==> src/verilog/cis_pkg.sv <==
// ****************************************************************
// Shared constants and types for the instruction execution unit
// ****************************************************************
package cis_pkg;

  // ****************************************************************
  // Widths
  // ****************************************************************
  localparam int DATA_W = 8;
  localparam int ADDR_W = 16;
  localparam int CC_W   = 5;

  // ****************************************************************
  // Condition-code field positions
  // ****************************************************************
  localparam int CC_C = 0;
  localparam int CC_Z = 1;
  localparam int CC_N = 2;
  localparam int CC_I = 3;
  localparam int CC_H = 4;

  // ****************************************************************
  // Reset values and fixed figures
  // ****************************************************************
  localparam logic [7:0]  ACC_RST = 8'h00;
  localparam logic [4:0]  CC_RST  = 5'h08;   // Mask set out of reset
  localparam logic [15:0] PC_RST  = 16'h0000;
  localparam logic [15:0] SP_RST  = 16'h01FF;
  localparam logic [15:0] ZP_TOP  = 16'h00FF; // Highest short address
  localparam logic [15:0] SP_STEP = 16'h0002; // Two bytes per return address

  // ****************************************************************
  // Operation codes
  // ****************************************************************
  typedef enum logic [4:0] {
    nop_op,
    add_op,
    add_carry_op,
    sub_op,
    subtract_borrow_op,
    and_op,
    or_op,
    xor_op,
    bit_set_branch,
    call_op,
    relative_call_op,
    negate_op,
    rotate_left_carry_op,
    shift_left_arith_op,
    shift_left_logic_op,
    branch_half_carry_set,
    branch_half_carry_clear,
    branch_mask_set,
    branch_mask_clear,
    branch_negative,
    branch_positive,
    branch_zero_set,
    branch_zero_clear,
    branch_carry_set,
    branch_carry_clear,
    branch_irq_line_low,
    branch_irq_line_high
  } cis_op_t;

endpackage

==> src/verilog/cis_exec.sv <==
// Function
// - Add sums accumulator and operand, carry form adds C; sets H,N,Z,C.
// - Subtract removes operand, borrow form also removes C; sets N,Z,C.
// - AND, OR, XOR combine accumulator with operand; only N,Z change.
// - Bit-set branch jumps when selected bit is one; bit copied to C.
// - Calls push return PC; relative adds displacement, absolute loads target.
// - Negate gives inverted operand plus one; sets N,Z,C.
// - Half-carry branches jump on H set, or on H clear.
// - Mask branches jump on I set, or on I clear.
// - Sign branches jump on N set (minus) or N clear (plus).
// - Equality branches jump on Z set or Z clear.
// - Carry branches jump on C set, or on C clear.
// - Line branches sample interrupt pin; jump on low or high.
// - Rotate left through carry: old C to bit0, bit7 to C; N,Z.
// - Arithmetic left shift equals logical: zero in, bit7 to C; N,Z,C.
// - Short addressing reaches only the zero page up to its top.
`timescale 1ns/100ps
module cis_exec #(
  parameter logic [15:0] PC_RESET = cis_pkg::PC_RST,
  parameter logic [15:0] SP_RESET = cis_pkg::SP_RST
) (
  // Clock and reset
  input  wire logic                        clk,
  input  wire logic                        rstn,
  // Operation request
  input  wire logic                        op_valid,
  input  wire cis_pkg::cis_op_t            op_code,
  input  wire logic [cis_pkg::DATA_W-1:0]  op_operand,
  input  wire logic [2:0]                  op_bit,
  input  wire logic [cis_pkg::DATA_W-1:0]  op_disp,
  input  wire logic [cis_pkg::ADDR_W-1:0]  op_target,
  input  wire logic [1:0]                  op_len,
  input  wire logic [cis_pkg::ADDR_W-1:0]  op_addr,
  input  wire logic                        op_short,
  // Flag load from the core
  input  wire logic                        flag_load,
  input  wire logic [cis_pkg::CC_W-1:0]    flag_value,
  // External interrupt pin
  input  wire logic                        irq_pin,
  // Architectural state
  output logic [cis_pkg::DATA_W-1:0]       acc,
  output logic [cis_pkg::CC_W-1:0]         cc,
  output logic [cis_pkg::ADDR_W-1:0]       pc,
  output logic [cis_pkg::ADDR_W-1:0]       sp,
  // Memory operand result and address
  output logic [cis_pkg::DATA_W-1:0]       result,
  output logic                             result_valid,
  output logic [cis_pkg::ADDR_W-1:0]       mem_addr,
  // Stack push of a return address
  output logic                             push_valid,
  output logic [cis_pkg::ADDR_W-1:0]       push_addr,
  output logic [cis_pkg::ADDR_W-1:0]       push_data,
  // Completion strobes
  output logic                             op_done,
  output logic                             branch_taken
);
  import cis_pkg::*;

  // ****************************************************************
  // Interrupt pin synchroniser
  // ****************************************************************
  logic irq_meta;
  logic irq_sync;

  // Pin is asynchronous; only the second stage is read
  always_ff @(posedge clk or negedge rstn) begin
    if (!rstn) begin
      irq_meta <= 1'b1;
      irq_sync <= 1'b1;
    end else begin
      irq_meta <= irq_pin;
      irq_sync <= irq_meta;
    end
  end

  // ****************************************************************
  // Next-state computation
  // ****************************************************************
  logic [ADDR_W-1:0] seq_pc;
  logic [ADDR_W-1:0] rel_pc;
  logic [ADDR_W-1:0] disp_ext;
  logic [8:0]        wide;
  logic [4:0]        nib;
  logic [7:0]        uval;
  logic              cin;
  logic              taken;
  logic              do_push;
  logic              do_result;
  logic [DATA_W-1:0] next_acc;
  logic [CC_W-1:0]   next_cc;
  logic [ADDR_W-1:0] next_pc;

  // Address of the following instruction and the branch target
  always_comb begin
    seq_pc   = pc + {14'h0000, op_len};
    disp_ext = {{8{op_disp[7]}}, op_disp};
    rel_pc   = seq_pc + disp_ext;
  end

  // One decode for all operations; flags default to held values
  always_comb begin
    next_acc  = acc;
    next_cc   = cc;
    taken     = 1'b0;
    do_push   = 1'b0;
    do_result = 1'b0;
    wide      = 9'h000;
    nib       = 5'h00;
    uval      = 8'h00;
    cin       = 1'b0;
    case (op_code)
      add_op, add_carry_op: begin
        cin          = (op_code == add_carry_op) ? cc[CC_C] : 1'b0;
        wide         = {1'b0, acc} + {1'b0, op_operand} + {8'h00, cin};
        nib          = {1'b0, acc[3:0]} + {1'b0, op_operand[3:0]} + {4'h0, cin};
        next_acc     = wide[7:0];
        next_cc[CC_H] = nib[4];
        next_cc[CC_N] = wide[7];
        next_cc[CC_Z] = (wide[7:0] == 8'h00);
        next_cc[CC_C] = wide[8];
      end
      sub_op, subtract_borrow_op: begin
        cin          = (op_code == subtract_borrow_op) ? cc[CC_C] : 1'b0;
        wide         = {1'b0, acc} - {1'b0, op_operand} - {8'h00, cin};
        next_acc     = wide[7:0];
        next_cc[CC_N] = wide[7];
        next_cc[CC_Z] = (wide[7:0] == 8'h00);
        next_cc[CC_C] = wide[8];                            // Borrow out
      end
      and_op, or_op, xor_op: begin
        if (op_code == and_op) begin
          uval = acc & op_operand;
        end else if (op_code == or_op) begin
          uval = acc | op_operand;
        end else begin
          uval = acc ^ op_operand;
        end
        next_acc      = uval;
        next_cc[CC_N] = uval[7];
        next_cc[CC_Z] = (uval == 8'h00);
      end
      bit_set_branch: begin
        next_cc[CC_C] = op_operand[op_bit];
        taken         = op_operand[op_bit];
      end
      call_op, relative_call_op: begin
        do_push = 1'b1;
      end
      negate_op: begin
        uval          = (op_operand ^ 8'hFF) + 8'h01;
        do_result     = 1'b1;
        next_cc[CC_N] = uval[7];
        next_cc[CC_Z] = (uval == 8'h00);
        next_cc[CC_C] = (uval != 8'h00);
      end
      rotate_left_carry_op: begin
        uval          = {op_operand[6:0], cc[CC_C]};
        do_result     = 1'b1;
        next_cc[CC_C] = op_operand[7];
        next_cc[CC_N] = uval[7];
        next_cc[CC_Z] = (uval == 8'h00);
      end
      shift_left_arith_op, shift_left_logic_op: begin
        uval          = {op_operand[6:0], 1'b0};
        do_result     = 1'b1;
        next_cc[CC_C] = op_operand[7];
        next_cc[CC_N] = uval[7];
        next_cc[CC_Z] = (uval == 8'h00);
      end
      branch_half_carry_set:   taken = cc[CC_H];
      branch_half_carry_clear: taken = !cc[CC_H];
      branch_mask_set:         taken = cc[CC_I];
      branch_mask_clear:       taken = !cc[CC_I];
      branch_negative:         taken = cc[CC_N];
      branch_positive:         taken = !cc[CC_N];
      branch_zero_set:         taken = cc[CC_Z];
      branch_zero_clear:       taken = !cc[CC_Z];
      branch_carry_set:        taken = cc[CC_C];
      branch_carry_clear:      taken = !cc[CC_C];
      branch_irq_line_low:     taken = !irq_sync;
      branch_irq_line_high:    taken = irq_sync;
      default: begin
        next_acc = acc;
      end
    endcase
  end

  // Program counter selection
  always_comb begin
    if (op_code == call_op) begin
      next_pc = op_target;
    end else if (op_code == relative_call_op) begin
      next_pc = rel_pc;
    end else if (taken) begin
      next_pc = rel_pc;
    end else begin
      next_pc = seq_pc;
    end
  end

  // ****************************************************************
  // Accumulator
  // ****************************************************************
  always_ff @(posedge clk or negedge rstn) begin
    if (!rstn) begin
      acc <= ACC_RST;
    end else if (op_valid) begin
      acc <= next_acc;
    end
  end

  // ****************************************************************
  // Condition codes
  // ****************************************************************
  // A valid operation wins over a load in the same cycle, so an
  // executed result is never overwritten by a stale image
  always_ff @(posedge clk or negedge rstn) begin
    if (!rstn) begin
      cc <= CC_RST;
    end else if (op_valid) begin
      cc <= next_cc;
    end else if (flag_load) begin
      cc <= flag_value;
    end
  end

  // ****************************************************************
  // Program counter
  // ****************************************************************
  always_ff @(posedge clk or negedge rstn) begin
    if (!rstn) begin
      pc <= PC_RESET;
    end else if (op_valid) begin
      pc <= next_pc;
    end
  end

  // ****************************************************************
  // Stack pointer and return-address push
  // ****************************************************************
  // No wrap guard: deep nesting runs below the stack area unchecked
  always_ff @(posedge clk or negedge rstn) begin
    if (!rstn) begin
      sp <= SP_RESET;
    end else if (op_valid && do_push) begin
      sp <= sp - SP_STEP;
    end
  end

  // Push strobe carries the return address and the old top of stack
  always_ff @(posedge clk or negedge rstn) begin
    if (!rstn) begin
      push_valid <= 1'b0;
      push_addr  <= 16'h0000;
      push_data  <= 16'h0000;
    end else begin
      push_valid <= op_valid && do_push;
      if (op_valid && do_push) begin
        push_addr <= sp;
        push_data <= seq_pc;
      end
    end
  end

  // ****************************************************************
  // Memory operand result and address
  // ****************************************************************
  // Short form masks to the zero page so it cannot reach higher RAM
  always_ff @(posedge clk or negedge rstn) begin
    if (!rstn) begin
      result       <= 8'h00;
      result_valid <= 1'b0;
      mem_addr     <= 16'h0000;
    end else begin
      result_valid <= op_valid && do_result;
      if (op_valid) begin
        mem_addr <= op_short ? (op_addr & ZP_TOP) : op_addr;
      end
      if (op_valid && do_result) begin
        result <= uval;
      end
    end
  end

  // ****************************************************************
  // Completion strobes
  // ****************************************************************
  always_ff @(posedge clk or negedge rstn) begin
    if (!rstn) begin
      op_done      <= 1'b0;
      branch_taken <= 1'b0;
    end else begin
      op_done      <= op_valid;
      branch_taken <= op_valid && taken;
    end
  end

endmodule

==> config.mk <==
export PLATFORM = sky130hd
export DESIGN_NAME = cis_exec
export DESIGN_NICKNAME = d
export VERILOG_FILES = /design/src/verilog/cis_pkg.sv /design/src/verilog/cis_exec.sv
export SDC_FILE = /design/constraint.sdc
export NUM_CORES = 1
export LEC_CHECK = 0
export BUFFER_PORTS_ARGS = -buffer_cell sky130_fd_sc_hd__buf_4
export CORE_MARGIN = 5
export CORE_UTILIZATION = 27
export CTS_BUF_LIST = sky130_fd_sc_hd__clkbuf_4
export DETAILED_ROUTE_END_ITERATION = 8
export MAX_ROUTING_LAYER = met4
export PLACE_DENSITY = 0.44
export SYNTH_ARGS = -nofsm -noshare
export SYNTH_HDL_FRONTEND = slang
export SYNTH_SLANG_ARGS = --single-unit
==> constraint.sdc <==
create_clock -name clk -period 4.65 [get_ports clk]
set_clock_uncertainty 0.1 [all_clocks]
set_input_delay 0.2325 -clock clk [delete_from_list [all_inputs] [get_ports clk]]
set_output_delay 0.2325 -clock clk [all_outputs]
set_load 0.02 [all_outputs]
After elaboration in Yosys (flattened, before gate mapping). Cells that the tools add are included.

Bits in registers: 107. Bits in latches: 0. RAM bits: 0. Memory bits (read-only): 0. Input port bits: 69. Output and inout port bits: 105. Word-level logic and storage cells: 113. Memories: 0.

$add $sub $neg: 10. $mul: 0. Div/mod/pow operators: 0. Magnitude comparators: 1. Eq/ne operators: 29. Shift-type cells: 0. Mux-type cells: 21. Bitwise operators: 5. Reduce and logical (&&, ||, !) cells: 30.

Operator list (count): $mux W16 (4); $eq A5 B5 Y1 const B (11); $eq A5 B4 Y1 const B (8); $logic_not A8 Y1 (5); $pmux W8 S4 (1); $mux W8 (3); $pmux W8 S3 (1); $eq A5 B3 Y1 const B (4); $add A16 B16 Y16 (1); $add A16 B2 Y16 (1); $sub A16 B2 Y16 const B (1); $pmux W1 S13 (1); $pmux W2 S6 (1); $eq A5 B2 Y1 const B (2); $mux W5 (2); $reduce_and A2 Y1 (5); $add A8 B8 Y9 (1); $add A9 B1 Y9 (1); $sub A8 B8 Y9 (1); $sub A9 B1 Y9 (1); $add A8 B1 Y8 const B (1); $and A8 B8 Y8 (1); $not A8 Y8 (1); $or A8 B8 Y8 (1); other kinds (21) (37).

Logic depth before layout (Yosys ltp). Gate-level depths: netlist of run 1.

Depth in word-level cells: 7. Gate-level depth with buffers: 16. Mapped depth without buffers: 16.

Least setup slack after synthesis of run 1. OpenSTA, ideal clock, no wires.

Kind: input port to flip-flop. Start: input op_code[3]. End: register cc[1] (netlist name). Setup time: 65 ps. Arrival time: 3685 ps. Required time: 4485 ps. Path slack: 801 ps. Stages: 13. Path buffers: 2. Cells stage by stage: buf_2 > buf_1 > nor3b_2 > nand3_1 > fa_1 > fa_1 > o21ai_0 > a22oi_1 > xnor2_1 > or4b_1 > or4b_1 > a21oi_1 > a211o_1.

Cells in the longest elaborated chain, start to end: 7. Elaborated cells on any way between the ends: 29. Classes of those cells: 2 x add/sub; 12 x eq/ne; 7 x mux; 8 x reduce/logical.

RTL lines: from (decl) (RTL line cis_exec.sv:27) `input wire cis_pkg::cis_op_t op_code,`; branches (longest 7 deep; another with $sub A9 B1 Y9); to (signal assigned) (RTL line cis_exec.sv:221) `cc <= next_cc;`; to (signal assigned) (RTL line cis_exec.sv:223) `cc <= flag_value;`; to (decl) (RTL line cis_exec.sv:42) `output logic [cis_pkg::CC_W-1:0] cc,`.

Several ways; the timed one is not identified. The select of a mux whose other input is x is not followed. A chain may end at the register's enable or synchronous reset.

Worst setup path after layout of run 1.
Start: register pc[0] (netlist name). End: register pc[13] (netlist name).

Cells in the longest elaborated chain, start to end: 5.

RTL lines: from (decl) (RTL line cis_exec.sv:43) `output logic [cis_pkg::ADDR_W-1:0] pc,`; from (signal assigned) (RTL line cis_exec.sv:234) `pc <= next_pc;`; $add A16 B2 Y16 * (RTL line cis_exec.sv:95) `seq_pc = pc + {14'h0000, op_len};`; via seq_pc[10] (RTL line cis_exec.sv:79) `logic [ADDR_W-1:0] seq_pc;`; $add A16 B16 Y16 * (RTL line cis_exec.sv:97) `rel_pc = seq_pc + disp_ext;`; $mux W16 (RTL line cis_exec.sv:194) `end else if (taken) begin`; $mux W16 * (RTL line cis_exec.sv:192) `end else if (op_code == relative_call_op) begin`; $mux W16 * (RTL line cis_exec.sv:190) `if (op_code == call_op) begin`.

The timed path passes the listed nets; every way through them passes the cells marked *.

==> results.cfg, run 1 <==
[yosys]
yosysWarnings = 0
synthFlopType = dfrtp_1
seq_area_frac_synth_pct = 36.0
ys_ff_latch = 106
ys_types = 70
synth_edf_count = 0
syn_nets = 921
synthCells = 797
syn_area_mm2 = 0.00741
synthArstFlopShare_pct = 100
avgSynthCellArea_um2 = 9.29

[route]
wirelength_um = 26400
wl_met2_um = 11800
route.layer.met1.wl_um = 12800
wl_met3_um = 1420
vias_per_cell = 5.08
antenna_left = 0
first_pass_iters = 7
drcViolationCount = 0
drt_iter0_drc = 520
vias = 6847
dr.max_layer_used = met4
wl_per_cell_um = 19.6

[floorplanning]
ioPinCount = 174
rows = 60
die_area_mm2 = 0.0308
initial_utilization_pct = 27.5
die_h_um = 176
die_w_um = 176
core-area_mm2 = 0.0270

[cts]
clock_latency_ps = 510
cts-root-buf = clkbuf_4
post_cts.resized_instances = 0
htree_levels = 3
cts_sinks = 106
cts_tree = built
path_clk_slew_ps = 200
cts_setup_buffers = 0
clockBufferDepth = 2
cts_buffers = 9

[sta]
setup_viol = 0
timing.slew.headroom_pct = 25.3
setup_tns_ps = 0
finalMaxSlewViolations = 0
min_period_over_period_pct = 84.1
tightestPinTransition_ps = 1110
clock.fmax_ghz = 0.256
fin_crit_ps = 3910
rsz0062_at_grt = false
finalHoldViolations = 0

[placement]
place_area_mm2 = 0.00907
hpwl_um = 19800
numPortBuffers = 172
gp_routability_congestion = 0.865

[grt]
grtUsageTotal_pct = 17.4
grt_pass1_wl_um = 41500
overflow = 0
grt_max_degree = 44
antenna_found_initial = 2
grt_pass1_vias = 7092

[worst_setup_path]
worstSetupPathType = reg -> reg
slowest_delay_ps = 420
slowest_stage = dfrtp_1
crit_arrival_ps = 4230
end_kind = register
crit_path_max_fanout = 5
required_ps = 4970
cp-start-kind = register
crit_chain = ha_1 -> inv_1 -> fa_1 -> and4b_1 -> nand4_1 -> nor2_1 -> xor2_1 -> ha_1 -> and3_1 -> and3_1 -> o211ai_1 -> nand3_1 -> a31oi_1 -> mux2i_1 -> nor3_1

[cells_and_area]
drive_above_1_share_pct = 26.2
seq_area_mm2 = 0.00267
stdcell_area_mm2 = 0.00969
syn_to_final_growth_pct = 30.8
fillers = 2803
nets = 1125
multiInputGateArea_mm2 = 0.00445

[power_and_ir_drop]
p_leak_uw = 0.00443
p_per_area_mw_per_mm2 = 531
irDropWorstVdd_mv = 0.206

[status]
status = finished clean

[worst_hold_path]
worstHoldPathType = in -> async

[flow_run]
drv_cap = 0
## sequential cells by signal, summed over array words and instances (netlist names), 5 cells and up
name and flops:
result 8, pc 16, push_data 16, cc 5, sp 15, mem_addr 16
push_addr 16, acc 8
## stage by stage
stage / std cells / power, µW / util (%) / setup slack (ps) / hold WS, ps
final: 1349 / 5140 / 35.9 / 741 / 46.3
after global routing: 1349 / 5560 / 35.9 / 453 / 42.1
after CTS: 1347 / 5200 / 35.9 / 742 / 0.00255
after detailed placement: 1286 / 4570 / 33.7 / 489 / 68.3
after global placement: 1286 / 4580 / 33.7 / 569 / 67.6
after floorplan: 797 / 3470 / - / 801 / -163
## report_power, final
part | total (µW) | internal, µW | switching [µW] | leakage (µW)
combinational | 3040 | 1330 | 1710 | 0.00304
clock | 571 | 184 | 388 | 0.0000830
sequential | 1540 | 1230 | 307 | 0.00130
total | 5140 | 2740 | 2410 | 0.00443
## cell families after synthesis
family	count (synthesis)	share of synthesized area, %
and+or+nand+nor	238	15.9
muxes	59	8.97
AOI/OAI and AO/OA	211	19.1
adders and majority gates	55	9.90
buffers and inverters	75	3.94
xor gates and xnor gates	52	6.15
other	1	0.0506
DFF	106	36.0
## area by class of cell
| type | count | share of cell area, % |
|---|---|---|
| Tap cell | 341 | 4.41 |
| Sequential cell | 106 | 27.5 |
| Timing Repair Buffer | 229 | 18.9 |
| Multi-Input combinational cell | 616 | 46.0 |
| Inverter | 39 | 1.51 |
| Clock buffer | 10 | 0.775 |
| Antenna cell | 2 | 0.0517 |
| Clock inverter | 6 | 0.827 |
## synth_stat cells (11+ instances only)
master / n / area (µm²)
a21o_1: 11 / 82.6
a21oi_1: 44 / 220
a22oi_1: 12 / 90.1
clkbuf_1: 25 / 93.8
dfrtp_1: 95 / 2380
dfstp_2: 11 / 289
ha_1: 49 / 613
inv_1: 37 / 139
mux2_2: 39 / 439
mux2i_1: 18 / 180
nand2_1: 68 / 255
nand2b_1: 14 / 87.6
nand3_1: 28 / 140
nor2_1: 51 / 191
nor3_1: 22 / 110
o21ai_0: 50 / 250
o22ai_1: 13 / 81.3
xnor2_1: 28 / 245
xor2_1: 24 / 210
## placed cells by master, fill, tap and decap left out, types with 14 or more instances in the layout
master and instances:
buf_4 184, dfrtp_1 95, nand2_1 68, nor2_1 51
o21ai_0 50, ha_1 49, dlygate4sd3_1 45, a21oi_1 44
mux2_2 39, inv_1 37, nand3_1 28, xnor2_1 28
xor2_1 24, nor3_1 22, mux2i_1 18, nand2b_1 14
## critical path, delay by kind of cell (launching register included)
kind,cells,cell delay [ps]
compound gates,2,440
simple gates,7,1370
mux,1,230
fa+ha+maj,3,940
flops,1,420
buf+inv,1,70
xor+xnor,1,270
## metal layers
metal,vias to the layer above,track usage [%]
li1,3317,-
met1,3314,24.1
met2,193,26.8
met3,23,2.95
met4,0,3.74
met5,-,-
## repair_timing
item                       4_1_cts  5_1_grt
hold buffers                    45        0
hold endpoints to repair        62        0
setup endpoints to repair        0        0
## worst paths after layout
kind,slack (ps),depth (start not counted),to,start
max,740,15,pc[13]$_DFFE_PN0P_,pc[0]$_DFFE_PN0P_
min,50,2,push_addr[0]$_DFFE_PN0P_,rstn
max reg2reg,740,15,pc[13]$_DFFE_PN0P_,pc[0]$_DFFE_PN0P_
min reg2reg,270,0,irq_sync$_DFF_PN1_,irq_meta$_DFF_PN1_
max in group asynchronous,3480,3,push_data[13]$_DFFE_PN0P_,rstn
min in group clk,50,3,result[4]$_DFFE_PN0P_,op_operand[3]
Note: power is estimated with default switching activity, not from simulation.
==> inputs of run 2 (changes only) <==
==> constraint.sdc (replaced) <==
create_clock -name clk -period 3.81 [get_ports clk]
set_clock_uncertainty 0.1 [all_clocks]
set_input_delay 0.1905 -clock clk [delete_from_list [all_inputs] [get_ports clk]]
set_output_delay 0.1905 -clock clk [all_outputs]
set_load 0.02 [all_outputs]
==> run 2 against run 1 <==
  * Register-to-register slack worse by 560 ps
  * Wire length about the same
  * Core utilization up 0.73 points
  * Largest cell class unchanged
  * Combinational power up 25%
  * Global-route usage down 0.13 points
  * Highest routed layer unchanged
  * Critical endpoint unchanged
  * Sequential power up 21%
  * Sequential share of layout area down 0.55 points
  * Power up 22%
  * Maximum frequency up 7.7%
  * Count of clock-buffer cells in the layout unchanged
  * Clock power up 7.0%
==> results.cfg, run 2 (same netlist as run 1, synthesis figures left out) <==
[placement]
numPortBuffers = 172
gp_routability_congestion = 0.875
hpwl_um = 20000

[cts]
clock_latency_ps = 510
cts_sinks = 106
htree_levels = 3
cts-root-buf = clkbuf_4
clockBufferDepth = 2
cts_buffers = 9
cts_tree = built
path_clk_slew_ps = 200

[flow_run]
drv_cap = 0

[worst_setup_path]
worstSetupPathType = reg -> reg
crit_chain = ha_2 -> inv_2 -> fa_2 -> and4b_1 -> nand4_1 -> nor2_1 -> xor2_1 -> ha_1 -> and3_4 -> and3_4 -> o211ai_1 -> nand3_1 -> a31oi_1 -> mux2i_1 -> nor3_1
crit_path_max_fanout = 5
critPathBufInv = 1
crit_arrival_ps = 3950
cp-start-kind = register
slowest_stage = dfrtp_1
slowest_delay_ps = 410
end_kind = register
crit_family = simple AND/OR/NAND/NOR gates
cp.depth = 15
cpMostUsedCell = and3_4
required_ps = 4130
ff2ff_path_depth = 15

[sta]
clock.fmax_ghz = 0.275
tightestPinTransition_ps = 932
holdWs_ps = 68.2
rsz0062_at_grt = true
setup_viol = 0
timing.slew.headroom_pct = 37.9
finalMaxSlewViolations = 0
min_period_over_period_pct = 95.3
fin_crit_ps = 3630
finalHoldViolations = 0

[route]
wirelength_um = 26400
first_pass_iters = 5
wl_per_cell_um = 19.3
antenna_left = 0
drt_iter0_drc = 443
drcViolationCount = 0
vias = 6810
vias_per_cell = 4.96

[cells_and_area]
nets = 1149
final_cell_mix = buf_4, dfrtp_1, nand2_1
layout_commonest_cell = buf_4
syn_to_final_growth_pct = 33.4
drive_above_1_share_pct = 28.7
fin_util_pct = 36.7

[worst_hold_path]
worstHoldPathType = in -> reg
holdPathStages = 4

[floorplanning]
die_w_um = 176
core-area_mm2 = 0.0270
initial_utilization_pct = 27.5
die_h_um = 176
die_area_mm2 = 0.0308
ioPinCount = 174
rows = 60

[power_and_ir_drop]
p_leak_uw = 0.00453
finalPower_uw = 6280
irDropWorstVdd_mv = 0.200
p_per_area_mw_per_mm2 = 635

[grt]
antenna_found_initial = 1
overflow = 0
grtUsageTotal_pct = 17.2
grt_max_degree = 68
grt_pass1_vias = 6969
grt_pass1_wl_um = 40800

[status]
status = finished clean
[run 2: final timing paths]
| path | startpoint | end | slack (ps) |
|---|---|---|---|
| min in group asynchronous | rstn | push_addr[0]$_DFFE_PN0P_ | 220 |
| worst min-delay path | op_operand[6] | result[6]$_DFFE_PN0P_ | 70 |
| worst min register to register | irq_meta$_DFF_PN1_ | irq_sync$_DFF_PN1_ | 270 |
| worst max-delay path | pc[0]$_DFFE_PN0P_ | pc[13]$_DFFE_PN0P_ | 180 |
| worst max register to register | pc[0]$_DFFE_PN0P_ | pc[13]$_DFFE_PN0P_ | 180 |
| max in group asynchronous | rstn | irq_meta$_DFF_PN1_ | 2550 |
[run 2: area by class of cell]
cell class	instances	area, µm²
diodes	1	2.50
repair buffers	253	2020
fillers	2811	17100
clock buffers	10	75.1
multi-input cells	616	4480
well taps	341	427
inverters	39	146
flip-flops and latches	106	2670
clock inverters	6	57.6
[run 2: per-layer routing]
metal | vias to the layer above | part of all wire (%) | global-route usage [%]
met3 | 18 | 4.9 | 3.03
met4 | 0 | 1.3 | 3.51
met5 | - | 0 | -
met2 | 183 | 45 | 26.3
met1 | 3240 | 49 | 24.1
li1 | 3369 | - | -
[run 2: report_power, final]
part / leakage [µW] / total, µW / internal, µW / switching [µW]
logic: 0.00316 / 3810 / 1680 / 2120
registers: 0.00130 / 1860 / 1500 / 360
clock network: 0.0000750 / 611 / 157 / 454
[run 2: what timing repair did]
item | in CTS | in global routing
hold buffers | 44 | 1
endpoints found under the hold margin | 99 | 1
setup buffers | 0 | 2
gates resized for setup | 0 | 9
cloned | 0 | 0
setup endpoints to repair | 1 | 6
pin swaps | 1 | 11
[run 2: worst register-to-register path, stage by stage (launching register included)]
cell	delay, ps
dfrtp_1	410
ha_2	210
inv_2	40
fa_2	350
and4b_1	290
nand4_1	210
nor2_1	180
xor2_1	210
ha_1	310
and3_4	210
and3_4	170
o211ai_1	160
nand3_1	180
a31oi_1	260
mux2i_1	210
nor3_1	60
[run 2: per-stage QoR]
step | std cells | instance area (µm²) | setup WS, ps | TNS, ps
floorplan | 797 | 7410 | 2.81 | 0
global placement | 1308 | 9250 | 109 | 0
detailed placement | 1308 | 9250 | 28.8 | 0
CTS | 1368 | 9830 | 37.0 | 0
global route | 1372 | 9880 | -128 | -219
finish | 1372 | 9880 | 179 | 0
